$ cat src/include/nsb_pkg.sv
// Package: constants and types for the nibble serial line bridge
package nsb_pkg;

	// ----------------------------------------------------------------
	// Bus widths
	// ----------------------------------------------------------------
	localparam int NIB_W = 4;
	localparam int ADDR_W = 8;
	localparam int JMP_W = 2;
	localparam int ADDR_HI_W = 6;

	// ----------------------------------------------------------------
	// Board selection: upper six address bits fixed
	// ----------------------------------------------------------------
	localparam logic [ADDR_HI_W-1:0] BOARD_ADDR_HI = 6'h30;
	localparam int ADDR_HI_LSB = 2;

	// ----------------------------------------------------------------
	// Write command nibbles
	// ----------------------------------------------------------------
	localparam logic [NIB_W-1:0] CMD_ADC_CLK_LO = 4'h0;
	localparam logic [NIB_W-1:0] CMD_ADC_CLK_HI = 4'h1;
	localparam logic [NIB_W-1:0] CMD_ADC_DIN_LO = 4'h2;
	localparam logic [NIB_W-1:0] CMD_ADC_DIN_HI = 4'h3;
	localparam logic [NIB_W-1:0] CMD_ADC_CS_LO = 4'h4;
	localparam logic [NIB_W-1:0] CMD_ADC_CS_HI = 4'h5;
	localparam logic [NIB_W-1:0] CMD_EE_SDA_LO = 4'h6;
	localparam logic [NIB_W-1:0] CMD_EE_SDA_HI = 4'h7;
	localparam logic [NIB_W-1:0] CMD_EE_SCL_LO = 4'h8;
	localparam logic [NIB_W-1:0] CMD_EE_SCL_HI = 4'h9;

	// ----------------------------------------------------------------
	// Read nibble field positions
	// ----------------------------------------------------------------
	localparam int RD_CONV_DONE_BIT = 3;
	localparam int RD_EE_SDA_BIT = 2;
	localparam int RD_ADC_DOUT_BIT = 1;
	localparam int RD_PRESENT_BIT = 0;
	localparam logic RD_PRESENT_VAL = 1'b0;

	// ----------------------------------------------------------------
	// Serial line levels after reset
	// ----------------------------------------------------------------
	localparam logic RST_ADC_CLK = 1'b0;
	localparam logic RST_ADC_DIN = 1'b0;
	localparam logic RST_ADC_CS = 1'b1;
	localparam logic RST_EE_SCL = 1'b1;
	localparam logic RST_EE_SDA_OE = 1'b0;
	localparam logic RST_EE_WP = 1'b0;

	// ----------------------------------------------------------------
	// Synchroniser layout: raw pin vector bit positions
	// ----------------------------------------------------------------
	localparam int SY_DATA_LSB = 0;
	localparam int SY_ADDR_LSB = 4;
	localparam int SY_JMP_LSB = 12;
	localparam int SY_WR_N = 14;
	localparam int SY_RD0_N = 15;
	localparam int SY_ADDR_STB_N = 16;
	localparam int SY_CONV_DONE = 17;
	localparam int SY_ADC_DOUT = 18;
	localparam int SY_EE_SDA = 19;
	localparam int SY_WP_JMP = 20;
	localparam int SY_W = 21;
	localparam logic [SY_W-1:0] SY_RST = 21'h01C000;

	// ----------------------------------------------------------------
	// Bus cycle states
	// ----------------------------------------------------------------
	typedef enum logic [1:0] {
		CYC_IDLE = 2'b00,
		CYC_WR = 2'b01,
		CYC_RD = 2'b10
	} nsb_cyc_t;

endpackage

$ cat src/include/nsb_sync_if.sv
// Interface: raw pin vector in, agreed synchronised vector out
`timescale 1ns/1ps
interface nsb_sync_if;
	logic [nsb_pkg::SY_W-1:0] raw;
	logic [nsb_pkg::SY_W-1:0] clean;

	modport src
	(
		output raw,
		input clean
	);

	modport snk
	(
		input raw,
		output clean
	);
endinterface

$ cat src/design/nsb_sync.sv
// Three-stage pin synchroniser with second/third stage agreement
`timescale 1ns/1ps
module nsb_sync
(
	input wire logic clk_in,
	input wire logic rst_n_in,
	nsb_sync_if.snk sy
);
	logic [nsb_pkg::SY_W-1:0] s1_q;
	logic [nsb_pkg::SY_W-1:0] s2_q;
	logic [nsb_pkg::SY_W-1:0] s3_q;
	logic [nsb_pkg::SY_W-1:0] clean_q;
	logic [nsb_pkg::SY_W-1:0] clean_d;

	// ----------------------------------------------------------------
	// Agreement filter, one bit each
	// ----------------------------------------------------------------
	// Stage one feeds stage two only; filtering looks at two and three
	genvar i;
	generate
		for (i = 0; i < nsb_pkg::SY_W; i++)
		begin : g_bit
			always_comb
			begin
				clean_d[i] = (s2_q[i] == s3_q[i]) ? s3_q[i] : clean_q[i];
			end
		end
	endgenerate

	always_ff @(posedge clk_in)
	begin
		if (!rst_n_in)
		begin
			s1_q <= nsb_pkg::SY_RST;
			s2_q <= nsb_pkg::SY_RST;
			s3_q <= nsb_pkg::SY_RST;
			clean_q <= nsb_pkg::SY_RST;
		end
		else
		begin
			s1_q <= sy.raw;
			s2_q <= s1_q;
			s3_q <= s2_q;
			clean_q <= clean_d;
		end
	end

	assign sy.clean = clean_q;
endmodule

$ cat src/design/nsb_bridge.sv
// Top: expansion bus nibble port driving converter and memory serial lines
`timescale 1ns/1ps
module nsb_bridge
(
	input wire logic CLK_IN,
	input wire logic RST_N_IN,
	input wire logic [7:0] BUS_ADDR_IN,
	input wire logic BUS_ADDR_STB_N_IN,
	input wire logic BUS_WR_N_IN,
	input wire logic BUS_RD0_N_IN,
	input wire logic [3:0] BUS_DATA_IN,
	output logic [3:0] BUS_DATA_OUT,
	output logic BUS_DATA_OE_OUT,
	input wire logic [1:0] ADDR_JMP_IN,
	input wire logic WP_JMP_IN,
	input wire logic CONV_DONE_IN,
	input wire logic ADC_DOUT_IN,
	output logic ADC_CLK_OUT,
	output logic ADC_DIN_OUT,
	output logic ADC_CS_OUT,
	output logic EE_SCL_OUT,
	input wire logic EE_SDA_IN,
	output logic EE_SDA_OUT,
	output logic EE_SDA_OE_OUT,
	output logic EE_WP_OUT,
	output logic SELECTED_OUT
);

	// ----------------------------------------------------------------
	// Pin synchronisation
	// ----------------------------------------------------------------
	nsb_sync_if sy_bus();

	assign sy_bus.raw = {WP_JMP_IN, EE_SDA_IN, ADC_DOUT_IN, CONV_DONE_IN,
		BUS_ADDR_STB_N_IN, BUS_RD0_N_IN, BUS_WR_N_IN, ADDR_JMP_IN,
		BUS_ADDR_IN, BUS_DATA_IN};

	nsb_sync u_sync
	(
		.clk_in(CLK_IN),
		.rst_n_in(RST_N_IN),
		.sy(sy_bus.snk)
	);

	logic [nsb_pkg::NIB_W-1:0] data_s;
	logic [nsb_pkg::ADDR_W-1:0] addr_s;
	logic [nsb_pkg::JMP_W-1:0] jmp_s;
	logic wr_s;
	logic rd0_s;
	logic addr_stb_s;
	logic conv_done_s;
	logic adc_dout_s;
	logic ee_sda_s;
	logic wp_jmp_s;

	// Strobes are active low at the pins, active high from here on
	always_comb
	begin
		data_s = sy_bus.clean[nsb_pkg::SY_DATA_LSB +: nsb_pkg::NIB_W];
		addr_s = sy_bus.clean[nsb_pkg::SY_ADDR_LSB +: nsb_pkg::ADDR_W];
		jmp_s = sy_bus.clean[nsb_pkg::SY_JMP_LSB +: nsb_pkg::JMP_W];
		wr_s = !sy_bus.clean[nsb_pkg::SY_WR_N];
		rd0_s = !sy_bus.clean[nsb_pkg::SY_RD0_N];
		addr_stb_s = !sy_bus.clean[nsb_pkg::SY_ADDR_STB_N];
		conv_done_s = sy_bus.clean[nsb_pkg::SY_CONV_DONE];
		adc_dout_s = sy_bus.clean[nsb_pkg::SY_ADC_DOUT];
		ee_sda_s = sy_bus.clean[nsb_pkg::SY_EE_SDA];
		wp_jmp_s = sy_bus.clean[nsb_pkg::SY_WP_JMP];
	end

	// ----------------------------------------------------------------
	// Board selection
	// ----------------------------------------------------------------
	logic sel_q;
	logic sel_d;
	logic addr_stb_q;
	logic addr_stb_d;

	// Selection is re-evaluated on each address strobe assertion
	always_comb
	begin
		sel_d = sel_q;
		addr_stb_d = addr_stb_s;
		if (addr_stb_s && !addr_stb_q)
		begin
			sel_d = (addr_s[nsb_pkg::ADDR_W-1:nsb_pkg::ADDR_HI_LSB] == nsb_pkg::BOARD_ADDR_HI)
				&& (addr_s[nsb_pkg::JMP_W-1:0] == jmp_s);
		end
	end

	always_ff @(posedge CLK_IN)
	begin
		if (!RST_N_IN)
		begin
			sel_q <= 1'b0;
			addr_stb_q <= 1'b0;
		end
		else
		begin
			sel_q <= sel_d;
			addr_stb_q <= addr_stb_d;
		end
	end

	// ----------------------------------------------------------------
	// Bus cycle tracking
	// ----------------------------------------------------------------
	nsb_pkg::nsb_cyc_t cyc_q;
	nsb_pkg::nsb_cyc_t cyc_d;
	logic wr_take;

	// One command per write strobe; a held strobe never repeats it
	always_comb
	begin
		cyc_d = cyc_q;
		wr_take = 1'b0;
		case (cyc_q)
			nsb_pkg::CYC_IDLE:
			begin
				if (wr_s)
				begin
					wr_take = sel_q;
					cyc_d = nsb_pkg::CYC_WR;
				end
				else if (rd0_s)
				begin
					cyc_d = nsb_pkg::CYC_RD;
				end
			end
			nsb_pkg::CYC_WR:
			begin
				if (!wr_s)
				begin
					cyc_d = nsb_pkg::CYC_IDLE;
				end
			end
			nsb_pkg::CYC_RD:
			begin
				if (!rd0_s)
				begin
					cyc_d = nsb_pkg::CYC_IDLE;
				end
			end
			default:
			begin
				cyc_d = nsb_pkg::CYC_IDLE;
			end
		endcase
	end

	always_ff @(posedge CLK_IN)
	begin
		if (!RST_N_IN)
		begin
			cyc_q <= nsb_pkg::CYC_IDLE;
		end
		else
		begin
			cyc_q <= cyc_d;
		end
	end

	// ----------------------------------------------------------------
	// Serial control lines (write side of the port)
	// ----------------------------------------------------------------
	logic adc_clk_q;
	logic adc_clk_d;
	logic adc_din_q;
	logic adc_din_d;
	logic adc_cs_q;
	logic adc_cs_d;
	logic ee_scl_q;
	logic ee_scl_d;
	logic ee_sda_oe_q;
	logic ee_sda_oe_d;
	logic ee_wp_q;
	logic ee_wp_d;

	// Every line but protect keeps its level unless its own code arrives
	always_comb
	begin
		adc_clk_d = adc_clk_q;
		adc_din_d = adc_din_q;
		adc_cs_d = adc_cs_q;
		ee_scl_d = ee_scl_q;
		ee_sda_oe_d = ee_sda_oe_q;
		// Protect follows the jumper; the memory refuses upper-half writes
		ee_wp_d = wp_jmp_s;
		if (wr_take)
		begin
			case (data_s)
				nsb_pkg::CMD_ADC_CLK_LO: adc_clk_d = 1'b0;
				nsb_pkg::CMD_ADC_CLK_HI: adc_clk_d = 1'b1;
				nsb_pkg::CMD_ADC_DIN_LO: adc_din_d = 1'b0;
				nsb_pkg::CMD_ADC_DIN_HI: adc_din_d = 1'b1;
				nsb_pkg::CMD_ADC_CS_LO: adc_cs_d = 1'b0;
				nsb_pkg::CMD_ADC_CS_HI: adc_cs_d = 1'b1;
				// Open drain: low means drive, high means release
				nsb_pkg::CMD_EE_SDA_LO: ee_sda_oe_d = 1'b1;
				nsb_pkg::CMD_EE_SDA_HI: ee_sda_oe_d = 1'b0;
				nsb_pkg::CMD_EE_SCL_LO: ee_scl_d = 1'b0;
				nsb_pkg::CMD_EE_SCL_HI: ee_scl_d = 1'b1;
				default:
				begin
					adc_clk_d = adc_clk_q;
				end
			endcase
		end
	end

	always_ff @(posedge CLK_IN)
	begin
		if (!RST_N_IN)
		begin
			adc_clk_q <= nsb_pkg::RST_ADC_CLK;
			adc_din_q <= nsb_pkg::RST_ADC_DIN;
			adc_cs_q <= nsb_pkg::RST_ADC_CS;
			ee_scl_q <= nsb_pkg::RST_EE_SCL;
			ee_sda_oe_q <= nsb_pkg::RST_EE_SDA_OE;
			ee_wp_q <= nsb_pkg::RST_EE_WP;
		end
		else
		begin
			adc_clk_q <= adc_clk_d;
			adc_din_q <= adc_din_d;
			adc_cs_q <= adc_cs_d;
			ee_scl_q <= ee_scl_d;
			ee_sda_oe_q <= ee_sda_oe_d;
			ee_wp_q <= ee_wp_d;
		end
	end

	// ----------------------------------------------------------------
	// Status nibble (read side of the port)
	// ----------------------------------------------------------------
	logic [nsb_pkg::NIB_W-1:0] rd_q;
	logic [nsb_pkg::NIB_W-1:0] rd_d;
	logic rd_oe_q;
	logic rd_oe_d;

	// Levels are sampled live each cycle the read strobe is held,
	// so a slow host sees the latest state when it latches
	always_comb
	begin
		rd_d = rd_q;
		rd_oe_d = (cyc_d == nsb_pkg::CYC_RD) && sel_q;
		if (rd_oe_d)
		begin
			rd_d[nsb_pkg::RD_CONV_DONE_BIT] = conv_done_s;
			rd_d[nsb_pkg::RD_EE_SDA_BIT] = ee_sda_s;
			rd_d[nsb_pkg::RD_ADC_DOUT_BIT] = adc_dout_s;
			// Absent boards leave the pulled-up line reading 1
			rd_d[nsb_pkg::RD_PRESENT_BIT] = nsb_pkg::RD_PRESENT_VAL;
		end
	end

	always_ff @(posedge CLK_IN)
	begin
		if (!RST_N_IN)
		begin
			rd_q <= 4'h0;
			rd_oe_q <= 1'b0;
		end
		else
		begin
			rd_q <= rd_d;
			rd_oe_q <= rd_oe_d;
		end
	end

	// ----------------------------------------------------------------
	// Output ports, all from flip-flops but the tied-low EE_SDA_OUT
	// ----------------------------------------------------------------
	assign BUS_DATA_OUT = rd_q;
	assign BUS_DATA_OE_OUT = rd_oe_q;
	assign ADC_CLK_OUT = adc_clk_q;
	assign ADC_DIN_OUT = adc_din_q;
	assign ADC_CS_OUT = adc_cs_q;
	assign EE_SCL_OUT = ee_scl_q;
	// Data level is always low; only the enable moves
	assign EE_SDA_OUT = 1'b0;
	assign EE_SDA_OE_OUT = ee_sda_oe_q;
	assign EE_WP_OUT = ee_wp_q;
	assign SELECTED_OUT = sel_q;

endmodule

$ cat config.mk
export PLATFORM = sky130hd
export DESIGN_NAME = nsb_bridge
export DESIGN_NICKNAME = d
export VERILOG_FILES = /design/src/include/nsb_pkg.sv /design/src/include/nsb_sync_if.sv /design/src/design/nsb_sync.sv /design/src/design/nsb_bridge.sv
export SDC_FILE = /design/constraint.sdc
export NUM_CORES = 1
export LEC_CHECK = 0
export BUFFER_PORTS_ARGS = -buffer_cell sky130_fd_sc_hd__buf_4
export CAP_MARGIN = 20
export CORE_UTILIZATION = 40
export CTS_BUF_LIST = sky130_fd_sc_hd__clkbuf_16
export CTS_CLUSTER_DIAMETER = 60
export CTS_CLUSTER_SIZE = 20
export DETAILED_ROUTE_END_ITERATION = 7
export GPL_TIMING_DRIVEN = 0
export MAX_ROUTING_LAYER = met4
export PLACE_DENSITY = 0.61
export SETUP_SLACK_MARGIN = 0.4
export SYNTH_ARGS = -nofsm -noshare
export SYNTH_HDL_FRONTEND = slang
export SYNTH_SLANG_ARGS = --single-unit
$ cat constraint.sdc
create_clock -name CLK_IN -period 2.7 [get_ports CLK_IN]
set_clock_uncertainty 0.2 [all_clocks]
set_input_delay 0.27 -clock CLK_IN [delete_from_list [all_inputs] [get_ports CLK_IN]]
set_output_delay 0.27 -clock CLK_IN [all_outputs]
set_load 0.01 [all_outputs]
==> Yosys cells after proc, flatten, opt, wreduce, memory -nomap -nowiden <==
Index checks and enable logic that the tools add are counted.
{ "totals": {"elab_cells": 99, "output_inout_bits": 13, "in_bits": 23, "reg_bits": 98} }
{ "classes": {"muxes": 12, "n_reduce_logical": 17, "n_eq_ne": 35} }
{ "ops": {"columns": ["operator", "n"], "rows": [
  ["$eq 1x1->1", 21],
  ["$eq 4x3->1 const B", 4],
  ["$pmux 1 s2", 5],
  ["$reduce_and 2->1", 5],
  ["$reduce_bool 2->1", 5],
  ["$eq 4x2->1 const B", 2],
  ["$eq 4x4->1 const B", 2],
  ["$mux 2", 4],
  ["$eq 6x6->1 const B", 1],
  ["$pmux 2 s3", 1],
  ["$eq 2x2->1 const B", 2],
  ["$eq 4x1->1 const B", 1],
  ["$logic_not 4->1", 1],
  ["$logic_and 1x1->1", 3],
  ["$eq 2x1->1 const B", 1],
  ["$eq 2x2->1", 1],
  ["$logic_not 1->1", 2],
  ["$logic_not 2->1", 1],
  ["$mux 1", 2]
]} }

==> Longest topological paths before layout <==
Gate-level depths: netlist (run 1).
{ "logic_depth": {"word_depth": 5, "mapped_depth": 4, "depth_no_buf": 3} }

==> Modules after synthesis <==
From an unflattened synthesis (run 1), not the netlist that was laid out.
{ "hier_totals": {"hier_cells": 284, "area_unflattened_um2": 3079.2} }
{ "by_module_without_submodules": {"columns": ["module", "instances", "area_per_inst_um2", "seq_area_each_um2", "cells_per_inst"], "rows": [
  ["nsb_sync", 1, 2476.1, 1681.6, 219],
  ["nsb_bridge", 1, 603.1, 280.3, 65]
]} }

==> Worst setup path after synthesis (run 1) <==
No wires, ideal clock.
{ "synth_path": {"kind": "register -> register", "start": "reg sel_q, in the netlist SELECTED_OUT", "end": "reg ee_sda_oe_q, in the netlist EE_SDA_OE_OUT", "setup_ns": 0.070, "period_less_slack_ns": 1.748, "stages_incl_launch_ff": 4, "t_arrival_ns": 1.478, "t_required_ns": 2.430, "n_path_buf": 0, "slack_ns": 0.952, "path_cell_list": "dfxtp_1 or4b_4 or4_1 a21oi_1"} }
{ "synth_between": {"elab_chain_cells": 3} }
{ "synth_lines": {"columns": ["item", "line_no", "text"], "rows": [
  ["from (decl)", "nsb_bridge.sv:74", "logic sel_q;"],
  ["from (signal assigned)", "nsb_bridge.sv:100", "sel_q <= sel_d;"],
  ["$mux 1", "nsb_bridge.sv:120", "if (wr_s)"],
  ["$mux 1", "nsb_bridge.sv:117", "case (cyc_q)"],
  ["$reduce_and 2->1 (no line)", null, null],
  ["to (signal assigned)", "nsb_bridge.sv:219", "ee_sda_oe_q <= nsb_pkg::RST_EE_SDA_OE;"],
  ["to (signal assigned)", "nsb_bridge.sv:228", "ee_sda_oe_q <= ee_sda_oe_d;"],
  ["to (decl)", "nsb_bridge.sv:174", "logic ee_sda_oe_q;"]
]} }
Every way passes these cells.
A chain may end at the register's enable or synchronous reset.

==> Worst setup path in the final report (run 1) <==
Same ends and word-level chain as after synthesis.

==> results of run 1 <==
==> kinds of logic (layout without fill, tap and decap cells) <==
group	after synthesis	in the layout	synth area share, %
AND/OR/NAND/NOR	109	109	21.00
AO/OA/AOI/OAI	58	58	10.29
XOR/XNOR	2	2	0.5834
buffers and inverters	14	83	2.000
other	1	2	0.1249
multiplexers	2	2	0.6667
flip-flops	98	98	65.33
==> worst register-to-register path, stage by stage, from the launching register on <==
cell and delay [ns]:
dfxtp_1 0.46, or4b_4 0.52, or4_1 0.48, a21oi_1 0.13
==> cells in the mapped netlist, types with 2 or more instances <==
cell type | n | area, um^2
a21oi_1 | 26 | 130.1
and2_1 | 56 | 350.3
buf_4 | 2 | 15.01
clkbuf_1 | 10 | 37.54
dfxtp_1 | 98 | 1962
mux2i_1 | 2 | 20.02
nand2_1 | 22 | 82.58
nand2b_1 | 10 | 62.56
nand3_1 | 3 | 15.01
nor2_1 | 5 | 18.77
nor3_1 | 2 | 10.01
nor4_1 | 2 | 12.51
nor4b_1 | 2 | 17.52
o21ai_0 | 26 | 130.1
xnor2_1 | 2 | 17.52
==> layer usage <==
metal  up-vias  global-route usage, %  routed length, um
met3         8                  3.451                137
met1       915                  18.14               2409
met4         0                  8.358                125
li1       1068                      -                  -
met2        28                  22.59               2433
met5         -                      -                  0
==> layout make-up <==
class,instances,area [um^2],area share (%)
Sequential cell,98,1962,50.34
Multi-Input combinational cell,173,984.7,25.26
Timing Repair Buffer,53,450.4,11.56
Clock buffer,9,225.2,5.778
Tap cell,99,123.9,3.178
Clock inverter,7,91.34,2.343
Buffer,13,56.30,1.445
Inverter,1,3.754,0.09631
==> what timing repair did <==
action,in CTS,in global routing
endpoints found under the hold margin,21,0
hold buffers,21,0
gates resized for setup,0,0
==> registers in the layout, indices dropped and copies added (netlist names), 2 cells and up <==
signal           count
u_sync.s2_q         21
u_sync.s1_q         21
u_sync.sy.clean     21
cyc_q                2
u_sync.s3_q         21
BUS_DATA_OUT         3
==> stage by stage <==
| stage | power (mW) | utilization [%] | cells | instance area (um^2) |
|---|---|---|---|---|
| after floorplan | 1.570 | - | 285 | 3007 |
| after global placement | 1.610 | 46.47 | 416 | 3371 |
| after detailed placement | 1.613 | 46.47 | 416 | 3371 |
| after CTS | 2.964 | 53.73 | 453 | 3897 |
| after global routing | 3.038 | 53.73 | 453 | 3897 |
| final | 2.928 | 53.73 | 453 | 3897 |
==> worst paths after layout <==
kind                                     end  slack [ns]  depth (start not counted)
hold reg to reg   u_sync.s2_q[16]$_SDFF_PN1_        0.21                          1
hold / removal    u_sync.s1_q[14]$_SDFF_PN1_        0.03                          2
setup reg to reg  EE_SDA_OE_OUT$_SDFFE_PN0P_        0.85                          3
setup / recovery  EE_SDA_OE_OUT$_SDFFE_PN0P_        0.85                          3
==> power by group through the flow <==
stage	sequential (mW)	clock, mW	combinational, mW
floorplan	1.53	0	0.0440
global placement	1.53	0	0.0805
CTS	1.50	1.36	0.106
detailed placement	1.53	0	0.0817
global route	1.50	1.42	0.115
finish	1.50	1.33	0.104
==> impl_metrics.csv, run 1 <==
group,metric,value,unit
critical_path,arrival,1.91,ns
synthesis,ys_ff_latch,98,
power,swShare,19.54,%
critical_path,rr_startpoint,"SELECTED_OUT$_SDFFE_PN0P_",
placed_design,io_buffers,32,
critical_path,setup.worst_path.end_class,"flop",
grt,grt.total_usage,14.86,%
timing,drv_slew,0,
clock_network,clockBufferDepth,2,
clock_network,insertion_delay,0.33,ns
cells_and_area,n_antenna_cell,0,
clock_network,clk_pin_slew_worst_paths,0.06,ns
die,die_h,88.65,um
synthesis,synth_area_per_cell,10.57,um^2
critical_path,slowest_delay,0.52,ns
synthesis,synthCells,284,
critical_path,crit_type,"flop to flop",
power,seqPwrFrac,51.2,%
die,core_area,0.007253,mm^2
detailed_routing,vias,2019,
detailed_routing,drt_pre_antenna_iters,4,
detailed_routing,vias_per_cell,4.457,
placed_design,post-place-ws,0.8710,ns
power,leakagePower,1.495,nW
timing,setup_viol,0,
die,std_cell_rows,31,
grt,grt_pass1_vias,1768,
synthesis,synth_ff_type,"dfxtp_1",
timing,tightest_slew,0.5566,ns
detailed_routing,drt-total-wl,5105,um
critical_path,path_buf_inv,0,
timing,layout_min_cycle_time,1.848,ns
synthesis,seq_area_frac_synth,65.33,%
cells_and_area,drive_above_1_share,14.69,%
clock_network,post_cts_buffers,0,
detailed_routing,drt_iter0_markers,38,
clock_network,cts_buffers,9,
cells_and_area,syn2layout_area_growth,29.79,%
timing,slew_headroom,62.37,%
timing,rsz0062_at_grt,"no",
synthesis,synth_area,0.003003,mm^2
timing,post-route-period-util,68.43,%
grt,grt_pass1_wl,8273,um
die,dieWidth,88.65,um
timing,fmax,0.5412,GHz
power,powerDensity,751.3,mW/mm^2
critical_path,cpLargestDelayFamily,"simple AND/OR/NAND/NOR gates",
timing,whs,0.03312,ns
critical_path,critPathSlowestCell,"or4b_4",
critical_path,crit_required,2.76,ns
synthesis,async_reset_ff_share,0,%
synthesis,synth_edf_count,0,
grt,grt_overflow,0,
power,p_int,2.356,mW
cells_and_area,final_common_cell,"dfxtp_1",
worst_hold_path,min_from,"RST_N_IN",
critical_path,crit_path_start,"SELECTED_OUT$_SDFFE_PN0P_",
placed_design,dp.final_hpwl,3264,um
clock_network,cts_htree_levels,3,
synthesis,yosysWarnings,0,
clock_network,clock-sinks,98,
timing,fin_setup_tns,0,ns
cells_and_area,fillers,678,
detailed_routing,drc_errors,0,
timing,hold_violations,0,
placed_design,gp_congestion,0.7166,
clock_network,tritoncts,"yes",
critical_path,worstPathCellList,"or4b_4 -> or4_1 -> a21oi_1",
timing,setup_slack,0.8524,ns
critical_path,cp-start-kind,"flop",
power,clock_power_share,45.3,%
worst_hold_path,hp-class,"primary input to flop",
die,ios,36,
power,p_comb_share,3.5,%
die,die_area,0.007858,mm^2
power,p_sw,0.5722,mW
outcome,status,"complete, no violations",
power,ir_drop,0.4249,mV
critical_path,path_max_fanout,7,
synthesis,synth_cell_type_count,31,
job,cap_viol_max_count,0,
clock_network,cts_root_buffer,"clkbuf_16",
detailed_routing,ant_nets,0,
die,floorplan.initialDensity,41.40,%
detailed_routing,wl_per_cell,11.27,um
cells_and_area,fin_nets,372,
grt,antenna_found_initial,0,
grt,grt_max_degree,17,
cells_and_area,layout_common_cells,"dfxtp_1 (98), and2_1 (56), buf_4 (34)",
Power figures use the tool's default switching activity.
==> run 2: changes to the inputs <==
- PLACE_DENSITY: 0.61 -> 0.64
- clock period: 2.7 -> 1.6 ns (I/O delays scaled with it)
==> run 2 against run 1 <==
The run now ends with setup timing left. Utilization is 0.91 points higher. First-iteration DRC count increased to 2.6 times the previous value. Final area is 1.7% higher. Sequential power rose by 69%. Critical path depth unchanged. Register-to-register slack worse by 0.98 ns. Setup slack got worse by 0.98 ns. Maximum frequency is 7.0% higher. Largest cell class unchanged. Clock-buffer cell count unchanged.
==> impl_metrics.csv, run 2 (same netlist as run 1, synthesis figures left out) <==
group,metric,value,unit
power,total_power,4.907,mW
die,ios,36,
placed_design,io_buffers,32,
job,cap_viol_max_count,0,
critical_path,cp-start-kind,"flop",
detailed_routing,drt_pre_antenna_iters,4,
die,die_area,0.007858,mm^2
timing,drv_slew,0,
critical_path,arrival,1.79,ns
placed_design,gp_congestion,0.7175,
grt,grt_pass1_wl,8859,um
timing,setup_viol,4,
timing,hold_violations,0,
critical_path,slowest_delay,0.57,ns
timing,post-route-period-util,107.9,%
clock_network,cts_buffers,9,
cells_and_area,layout_common_cells,"dfxtp_1 (94), and2_1 (56), buf_4 (35)",
clock_network,cts_root_buffer,"clkbuf_16",
die,std_cell_rows,31,
cells_and_area,n_antenna_cell,0,
grt,grt_overflow,0,
grt,grt_max_degree,16,
clock_network,clock-sinks,98,
timing,layout_min_cycle_time,1.727,ns
detailed_routing,vias,2086,
die,die_h,88.65,um
worst_hold_path,hp-class,"primary input to flop",
die,dieWidth,88.65,um
critical_path,path_buf_inv,0,
clock_network,tritoncts,"yes",
power,leakagePower,1.523,nW
critical_path,setup.worst_path.end_class,"flop",
die,core_area,0.007253,mm^2
timing,tightest_slew,0.5157,ns
power,ir_drop,0.6222,mV
critical_path,worstPathCellList,"or4b_4 -> or4_4 -> a21oi_2",
critical_path,crit_required,1.67,ns
grt,antenna_found_initial,0,
critical_path,path_max_fanout,4,
timing,fmax,0.5790,GHz
clock_network,cts_htree_levels,3,
timing,setup_slack,-0.1271,ns
detailed_routing,wl_per_cell,11.50,um
critical_path,crit_type,"flop to flop",
clock_network,clockBufferDepth,2,
cells_and_area,syn2layout_area_growth,32.00,%
power,powerDensity,1238,mW/mm^2
outcome,status,"finished, violations left",
detailed_routing,vias_per_cell,4.575,
detailed_routing,ant_nets,0,
cells_and_area,fin_nets,375,
grt,grt_pass1_vias,1937,
timing,slew_headroom,65.62,%
clock_network,clk_pin_slew_worst_paths,0.06,ns
die,floorplan.initialDensity,41.40,%
detailed_routing,drt_iter0_markers,98,
detailed_routing,drt-total-wl,5244,um
outcome,violations,"setup timing",
cells_and_area,final_util,54.65,%
cells_and_area,final_common_cell,"dfxtp_1",
critical_path,cpLargestDelayFamily,"simple AND/OR/NAND/NOR gates",
detailed_routing,drc_errors,0,
placed_design,dp.final_hpwl,3345,um
clock_network,insertion_delay,0.33,ns
cells_and_area,drive_above_1_share,18.77,%
grt,grt.total_usage,15.76,%
timing,rsz0062_at_grt,"yes",
critical_path,critPathSlowestCell,"or4b_4",
==> run 2: changes by cell type in the layout (fill, tap and decap cells not counted), moves of 2 or more <==
cell and change:
dfxtp_4 +2, clkbuf_2 +3, dfxtp_2 +2, clkinv_2 +2, dfxtp_1 -4, nor4b_1 -2
a21oi_2 +2, nor4b_2 +2, clkbuf_1 -2, a21oi_1 -2
==> run 2: power by group <==
part	switching [mW]	internal [mW]	total, mW
registers	0.0237	2.50	2.53
logic	0.0706	0.109	0.179
clock network	0.851	1.35	2.20
total	0.945	3.96	4.91
==> run 2: layer usage <==
metal / vias to the layer above / global-route usage (%) / wire [um]
met4: 0 / 6.598 / 61
met5: - / - / 0
met1: 970 / 18.65 / 2393
met2: 37 / 24.90 / 2623
met3: 6 / 4.757 / 166
li1: 1073 / - / -
==> run 2: worst min-delay path, stage by stage <==
cell and delay, ns:
clkbuf_2 0.16, clkinv_2 0.16, nor3_1 0.06
==> run 2: worst paths after layout <==
path,startpoint,to,slack [ns],cells after the start
worst min register to register,u_sync.s1_q[15]$_SDFF_PN1_,u_sync.s2_q[15]$_SDFF_PN1_,0.21,1
worst min-delay path,RST_N_IN,cyc_q[0]$_SDFF_PN0_,0.05,3
worst max-delay path,u_sync.sy.clean[14]$_SDFFE_PN1N_,EE_SDA_OE_OUT$_SDFFE_PN0P_,-0.13,3
worst max register to register,u_sync.sy.clean[14]$_SDFFE_PN1N_,EE_SDA_OE_OUT$_SDFFE_PN0P_,-0.13,3
==> run 2: final cells by class <==
class | count | area, um^2
Clock buffer | 9 | 225.2
Clock inverter | 7 | 83.83
Timing Repair Buffer | 56 | 479.2
Tap cell | 99 | 123.9
Multi-Input combinational cell | 173 | 1015
Sequential cell | 98 | 1972
Inverter | 1 | 5.005
Buffer | 13 | 60.06
Fill cell | 669 | 3289
==> run 2: metrics by stage <==
step / cells / hold WS [ns] / setup TNS [ns] / worst slack (ns) / area, um^2
2_1_floorplan: 285 / 0.06147 / -0.07693 / -0.04591 / 3012
3_3_place_gp: 416 / 0.1442 / -0.3636 / -0.1385 / 3376
3_5_place_dp: 416 / 0.1478 / -0.4948 / -0.1974 / 3376
4_1_cts: 456 / 0.09169 / -0.3213 / -0.1115 / 3943
5_1_grt: 456 / 0.07137 / -0.5436 / -0.1675 / 3964
6_report: 456 / 0.04627 / -0.3216 / -0.1271 / 3964
==> run 2: timing repair <==
action / 4_1_cts / 5_1_grt
gates resized for setup: 5 / 10
setup endpoints to repair: 17 / 30
pin swaps: 2 / 1
hold buffers: 22 / 0
endpoints found under the hold margin: 21 / 0
setup buffers: 2 / 0
